$ cat config.mk
export PLATFORM = sky130hd
export DESIGN_NAME = wsa_top
export DESIGN_NICKNAME = d
export VERILOG_FILES = /design/src/hw/wsa_top.v /design/src/hw/wsa_ready_sync.v
export VERILOG_INCLUDE_DIRS = /design/src /design/src/pkg
export SDC_FILE = /design/constraint.sdc
export NUM_CORES = 1
export LEC_CHECK = 0
export ABC_CLOCK_PERIOD_IN_PS = 3610
export BUFFER_PORTS_ARGS = -buffer_cell sky130_fd_sc_hd__buf_2
export CORE_AREA = 3 3 268 270
export DETAILED_ROUTE_END_ITERATION = 10
export DIE_AREA = 0 0 271 273
export SYNTH_ARGS = -nofsm -noshare
export SYNTH_HDL_FRONTEND = slang
export SYNTH_SLANG_ARGS = --single-unit
export TNS_END_PERCENT = 5
$ cat constraint.sdc
create_clock -name pclk -period 3.61 [get_ports pclk]
set_input_delay 0.361 -clock pclk [delete_from_list [all_inputs] [get_ports pclk]]
set_output_delay 0.361 -clock pclk [all_outputs]
set_load 0.02 [all_outputs]
$ cat src/pkg/wsa_consts.vh
// Register map, field positions, reset values and timing counts of the single-access block
`ifndef WSA_CONSTS_VH
`define WSA_CONSTS_VH
// Printed offsets are not multiples of four: they are register indices, byte address = 4 * index
`define WSA_IDX_PEEK        16'he6f2
`define WSA_IDX_READY_STATE 16'he6f4
`define WSA_IDX_TRIGGER     16'he6f1
`define WSA_IDX_HIGH        16'he6f0
`define WSA_IDX_READY_CFG   16'he6f3
`define WSA_IDX_ABORT       16'he6f5
`define WSA_IDX_EP0_DATA    16'he6f6
`define WSA_IDX_EP0_PTR     16'he6f7
`define WSA_IDX_ENG_STATUS  16'he6f8
`define WSA_IDX_ENG_CTRL    16'he6f9
// Ready configuration fields
`define WSA_CFG_FW_READY    7
`define WSA_CFG_SYNC_SEL    6
`define WSA_CFG_TC_READY    5
`define WSA_CFG_RESET       8'h00
`define WSA_CFG_WMASK       8'he0
// Abort command value
`define WSA_ABORT_CMD       8'hff
// Control endpoint buffer depth
`define WSA_EP0_DEPTH       64
`define WSA_EP0_AW          6
// Length of one waveform transaction, in interface clock cycles
`define WSA_XFER_CYCLES     4'h4
`endif

$ cat src/hw/wsa_top.v
// Waveform engine single-access registers, ready input logic, abort and control endpoint buffer
// Overview of operation
// - Triggering low byte access starts a transaction
// - Peek register read-only, no transaction started
// - Firmware ready bit forces all six ready inputs high
// - Sync select zero: two flip-flop synchroniser
// - Sync select one: single flip-flop
// - Count expiry may replace ready pin five
// - Ready state shows pins, bits 7:6 zero
// - Writing 0xff to abort returns engine idle
// - Byte access to control endpoint buffer
// - Config resets zero, bits 4:0 read zero
// - High byte holds fifo data bits 15:8
//
// Chosen here: register access over APB.
`timescale 1ns/1ps
`default_nettype none
`include "wsa_consts.vh"
module wsa_top
(
	// APB
	input  wire        pclk,
	input  wire        presetn,
	input  wire        ce,
	input  wire        psel,
	input  wire        penable,
	input  wire        pwrite,
	input  wire [31:0] paddr,
	input  wire [31:0] pwdata,
	output reg  [31:0] prdata,
	output reg         pready,
	output reg         pslverr,
	// Fifo data bus, output enable low while driving
	input  wire [15:0] fifo_data_in,
	output reg  [15:0] fifo_data_out,
	output reg         fifo_data_oe_n,
	// Ready inputs and count expiry
	input  wire [5:0]  ready_pins,
	input  wire        count_expired,
	// Engine view
	output reg  [5:0]  decision_ready,
	output reg         engine_busy,
	output reg         engine_strobe
);
	localparam ST_IDLE  = 2'd0;
	localparam ST_WRITE = 2'd1;
	localparam ST_READ  = 2'd2;

	reg  [7:0]  cfg_q;
	reg  [7:0]  data_low_q;
	reg  [7:0]  data_high_q;
	reg  [1:0]  state_q;
	reg  [3:0]  cnt_q;
	reg  [`WSA_EP0_AW-1:0] ep0_ptr_q;
	reg  [7:0]  ep0_mem [0:`WSA_EP0_DEPTH-1];
	reg  [7:0]  rd_d;
	reg         hit_d;
	wire [5:0]  ready_sync;
	wire        access;
	wire [15:0] idx;
	wire        wr;
	wire        rd;

	function is_reg;
		input [15:0] a;
		input [15:0] r;
		begin
			is_reg = (a == r);
		end
	endfunction

	assign access = psel && penable && !pready && ce;
	assign idx    = paddr[17:2];
	assign wr     = access && pwrite;
	assign rd     = access && !pwrite;

	wsa_ready_sync u_sync
	(
		.pclk       (pclk),
		.presetn    (presetn),
		.ce         (ce),
		.sync_sel   (cfg_q[`WSA_CFG_SYNC_SEL]),
		.ready_pins (ready_pins),
		.ready_q    (ready_sync)
	);

	// Read mux and address decode
	always @*
	begin
		rd_d  = 8'h00;
		hit_d = 1'b1;
		if (is_reg(idx, `WSA_IDX_TRIGGER))
			rd_d = data_low_q;
		else if (is_reg(idx, `WSA_IDX_PEEK))
			rd_d = data_low_q;
		else if (is_reg(idx, `WSA_IDX_HIGH))
			rd_d = data_high_q;
		else if (is_reg(idx, `WSA_IDX_READY_CFG))
			rd_d = {cfg_q[7:5], 5'h00};
		else if (is_reg(idx, `WSA_IDX_READY_STATE))
			rd_d = {2'b00, ready_sync};
		else if (is_reg(idx, `WSA_IDX_ABORT))
			rd_d = 8'h00;
		else if (is_reg(idx, `WSA_IDX_EP0_DATA))
			rd_d = ep0_mem[ep0_ptr_q];
		else if (is_reg(idx, `WSA_IDX_EP0_PTR))
			rd_d = {2'b00, ep0_ptr_q};
		else if (is_reg(idx, `WSA_IDX_ENG_STATUS))
			rd_d = {6'h00, state_q};
		else
			hit_d = 1'b0;
	end

	// Bus answer: access phase with one wait state
	always @(posedge pclk or negedge presetn)
	begin
		if (!presetn)
		begin
			pready  <= 1'b0;
			pslverr <= 1'b0;
			prdata  <= 32'h00000000;
		end
		else if (ce)
		begin
			pready  <= psel && penable && !pready;
			pslverr <= access && !hit_d;
			if (rd)
				prdata <= {24'h000000, rd_d};
		end
	end

	// Endpoint buffer storage has no reset
	always @(posedge pclk)
	begin
		if (ce && wr && is_reg(idx, `WSA_IDX_EP0_DATA))
			ep0_mem[ep0_ptr_q] <= pwdata[7:0];
	end

	// Registers and engine sequencer
	always @(posedge pclk or negedge presetn)
	begin
		if (!presetn)
		begin
			cfg_q          <= `WSA_CFG_RESET;
			data_low_q     <= 8'h00;
			data_high_q    <= 8'h00;
			state_q        <= ST_IDLE;
			cnt_q          <= 4'h0;
			ep0_ptr_q      <= {`WSA_EP0_AW{1'b0}};
			fifo_data_out  <= 16'h0000;
			fifo_data_oe_n <= 1'b1;
			decision_ready <= 6'h00;
			engine_busy    <= 1'b0;
			engine_strobe  <= 1'b0;
		end
		else if (ce)
		begin
			decision_ready <= {cfg_q[`WSA_CFG_TC_READY] ? count_expired : ready_sync[5],
				ready_sync[4:0]} | {6{cfg_q[`WSA_CFG_FW_READY]}};
			engine_strobe <= 1'b0;
			if (wr && is_reg(idx, `WSA_IDX_READY_CFG))
				cfg_q <= pwdata[7:0] & `WSA_CFG_WMASK;
			if (wr && is_reg(idx, `WSA_IDX_HIGH))
				data_high_q <= pwdata[7:0];
			if (access && is_reg(idx, `WSA_IDX_EP0_DATA))
				ep0_ptr_q <= ep0_ptr_q + 1'b1;
			else if (wr && is_reg(idx, `WSA_IDX_EP0_PTR))
				ep0_ptr_q <= pwdata[`WSA_EP0_AW-1:0];
			if (wr && is_reg(idx, `WSA_IDX_ABORT) && pwdata[7:0] == `WSA_ABORT_CMD)
			begin
				state_q        <= ST_IDLE;
				engine_busy    <= 1'b0;
				fifo_data_oe_n <= 1'b1;
				cnt_q          <= 4'h0;
			end
			else
			begin
				case (state_q)
					ST_IDLE:
					begin
						if (access && is_reg(idx, `WSA_IDX_TRIGGER))
						begin
							cnt_q       <= `WSA_XFER_CYCLES;
							engine_busy <= 1'b1;
							if (pwrite)
							begin
								data_low_q     <= pwdata[7:0];
								fifo_data_out  <= {data_high_q, pwdata[7:0]};
								fifo_data_oe_n <= 1'b0;
								state_q        <= ST_WRITE;
							end
							else
								state_q <= ST_READ;
						end
					end
					ST_WRITE, ST_READ:
					begin
						if (cnt_q == 4'h1)
						begin
							if (state_q == ST_READ)
							begin
								data_low_q  <= fifo_data_in[7:0];
								data_high_q <= fifo_data_in[15:8];
							end
							engine_strobe  <= 1'b1;
							engine_busy    <= 1'b0;
							fifo_data_oe_n <= 1'b1;
							state_q        <= ST_IDLE;
						end
						cnt_q <= cnt_q - 4'h1;
					end
					default:
						state_q <= ST_IDLE;
				endcase
			end
		end
	end
endmodule
`default_nettype wire

$ cat src/hw/wsa_ready_sync.v
// Ready input synchronizer with selectable one or two stages
`timescale 1ns/1ps
`default_nettype none
module wsa_ready_sync
(
	// Clock and reset
	input  wire       pclk,
	input  wire       presetn,
	input  wire       ce,
	// Control
	input  wire       sync_sel,
	// Ready pins in, synchronised ready out
	input  wire [5:0] ready_pins,
	output reg  [5:0] ready_q
);
	reg [5:0] stage1_q;

	always @(posedge pclk or negedge presetn)
	begin
		if (!presetn)
		begin
			stage1_q <= 6'h00;
			ready_q  <= 6'h00;
		end
		else if (ce)
		begin
			stage1_q <= ready_pins;
			if (sync_sel)
				ready_q <= ready_pins;
			else
				ready_q <= stage1_q;
		end
	end
endmodule
`default_nettype wire

==> metrics.md <==
| Metric | Value |
|---|---|
| GP Congestion | 0.891 |
| Synth top area cells | edfxtp_1, dfrtp_1, mux2i_1 |
| Final #Nets | 1,896 |
| Drt first pass iters | 6 |
| Synth async-reset ratio | 13.2% |
| CTS Sinks | about 600 |
| Cell with the most instances after synthesis | edfxtp_1 |
| Setup violations, final | 0 |
| Slew Limit Fails | 0 |
| First-pass GRT wire length | 104,000 um |
| ANT nets after route | 0 |
| Number of global-route vias before repair | about 15,000 |
| Chip width | 271 um |
| Die Ht | 273 um |
| FILL cells | between 6,000 and 7,000 |
| Layout cells sized above 1 | 23.4% |
| Grt ovf | 0 |
| Core area | 69,800 um^2 |
| Antenna violations before repair | 0 |
| Arr. time, crit path | 3.94 ns |
| Clk buf depth | 3 |
| Actual slew at the worst max-slew pin | 1.14 ns |
| Register area share after synthesis | 71.3% |
| Power Density | 520 nW/um^2 |
| Tightest Hold Check Type | primary input to flop |
| Number of max-cap violations | 0 |
| H-tree lvl count | 2 |
| Top Ports | 152 |
| Clk slew on worst S/H paths | 0.06 ns |
| RSZ-0062 raised after global routing | no |
| Syn Inst Count | approximately 1,600 |
| Crit path required time | 4.10 ns |
| Vias per cell | around 5.6 |
| Min cycle time layout | 3.45 ns |
| Final worst slack | 0.157 ns |
| Post-synth EDFFs | 512 |
| Netlist cell types | 73 |
| Leak Pwr | 0.00966 uW |
| Yosys Warn Count | 0 |
| Pre-CTS setup slack | 0.317 ns |
| Placed wire-length estimate | about 45,000 um |
| Number of cell rows | 97 |
| Drt drc | 0 |
| VDD IR max | about 0.00038 V |
| Fmax | 0.290 GHz |
| Root buffer cell | clkbuf_16 |
| Synth top cells by count | edfxtp_1, nor2_1, mux2i_1, dfrtp_1, mux2_2 |
| Routed WL | roughly 70,000 um |
| CTS tree | done |
| Worst-path fanout max | 35 |
| #FFs+latches synth | 590 |
| Layout area overhead | 17.5% |
| Starting Density | 34.8% |
| Routed vias | 15,500 |
| Iter 0 DRT Violations | 1,907 |
| Largest net degree at the start of global routing | 79 |
| Critical path launch point type | flop |
| DR WL/cell | 25.5 um |
| Yosys top cell area share | a little over three fifths |
| Slew headroom | between 20% and 30% |
| Total CTS buffers | 59 |
| Global-route usage over all layers | 18.8% |
| Diodes inserted | 0 |
| Die area | 74,000 um^2 |
| Worst setup EP type | flop |
| Area leader, netlist | edfxtp_1 |
| Setup CP Type | flop to flop |
| Final setup TNS | 0 ns |
| Mapped Avg Cell Area | 15.2 um^2 |
| Ys flop type | edfxtp_1 |
| Status | complete, no violations |
| Mapped cell area | 24,300 um^2 |
| Final period util | 95.7% |
| Worst skew pair latency | 0.62 ns |
| Port bufs | 87 |
| Final Hold Fails | 0 |
| Fin Clk Skew | ~0.016 ns |
## state kept, by name (all words and copies together), names as in the netlist, 6 cells and up
signal and cells:
data_high_q 8, data_low_q 8, decision_ready 6, ep0_mem 512
ep0_ptr_q 6, fifo_data_out 16, prdata 8, u_sync.ready_q 6
u_sync.stage1_q 6
## layer usage
| layer | wire (um) | global-route usage, % | part of all wire (%) | vias to the layer above |
|---|---|---|---|---|
| met2 | 32300 | 29.4 | 45 | 807 |
| li1 | - | - | - | 6657 |
| met5 | 0 | 0 | 0 | - |
| met1 | 29800 | 26.5 | 42 | 7935 |
| met4 | 2170 | 6.05 | 3.1 | 0 |
| met3 | 6750 | 3.60 | 9.5 | 133 |
## cell type report
class,instances,area (um^2),share of cell area [%]
Timing Repair Buffer,239,1670,5.85
Clock inverter,31,372,1.30
Sequential cell,590,17300,60.7
Multi-Input combinational cell,892,6340,22.2
Clock buffer,79,1590,5.57
Tap cell,940,1180,4.12
Inverter,16,60.1,0.210
## final timing paths
check	startpoint	endpoint	slack, ns	cells past startpoint
min in group asynchronous	presetn	decision_ready[5]$_DFFE_PN0P_	0.46	2
max in group asynchronous	presetn	ep0_ptr_q[0]$_DFFE_PN0P_	2.42	2
setup reg to reg	ep0_ptr_q[0]$_DFFE_PN0P_	prdata[1]$_DFFE_PN0P_	0.16	8
hold / removal	ready_pins[2]	u_sync.stage1_q[2]$_DFFE_PN0P_	0.04	2
hold reg to reg	data_low_q[4]$_DFFE_PN0P_	data_low_q[4]$_DFFE_PN0P_	0.49	2
setup / recovery	ep0_ptr_q[0]$_DFFE_PN0P_	prdata[1]$_DFFE_PN0P_	0.16	8
## cells in the final DEF (no fill, tap or decap), drive strengths merged, types with 5 or more instances in the layout
master / count
edfxtp: 512
buf: 233
nor2: 151
mux2i: 84
clkbuf: 79
mux2: 78
dfrtp: 77
nand2: 68
o21ai: 62
a221oi: 61
a21oi: 56
o22ai: 47
a22oi: 40
nand3: 28
conb: 24
clkinv: 22
mux4: 21
inv: 17
a31oi: 15
nor2b: 14
and2: 12
a221o: 11
a22o: 10
nand4: 10
and3: 9
bufinv: 8
o22a: 7
nor3: 7
a211oi: 6
dlygate4sd3: 6
ha: 5
## logic make-up after synthesis
group           Yosys count  share of synthesized area (%)
fa+ha+maj                 5                          0.257
other cells               1                         0.0154
compound gates          357                           10.3
buf+inv                 140                           3.02
mux                     183                           9.10
flops                   590                           71.3
simple gates            323                           6.05
## stage by stage
stage / hold slack [ns] / utilization [%] / cell area (um^2) / total power, uW / instances
finish: 0.0435 / 40.9 / 28600 / 14800 / 2787
global route: 0.0332 / 40.9 / 28600 / 15300 / 2787
CTS: 0.0149 / 40.9 / 28600 / 14900 / 2787
detailed placement: 0.475 / 38.0 / 26500 / 8730 / 2671
global placement: 0.466 / 38.0 / 26500 / 8690 / 2671
floorplan: 0.0654 / - / 24400 / 8370 / 1622
## power breakdown
group          switching [uW]  internal (uW)  total, uW
Clock                    2570           3660       6230
Sequential                149           7580       7730
Combinational             566            310        876
## worst max-delay path: stages (launching register included)
cell	delay, ns
dfrtp_4	0.84
nor2_1	0.37
buf_4	0.30
o2bb2ai_1	0.14
nand3_1	0.12
nand4_1	0.16
a2111oi_0	0.92
a41o_1	0.36
a31oi_1	0.10
## repair_timing
action                    CTS  global route
hold endpoints to repair   82             0
hold buffers                6             0
buffers inserted            0             0
gates resized for setup     0             0
No activity file was read; power rests on OpenSTA's default activity.
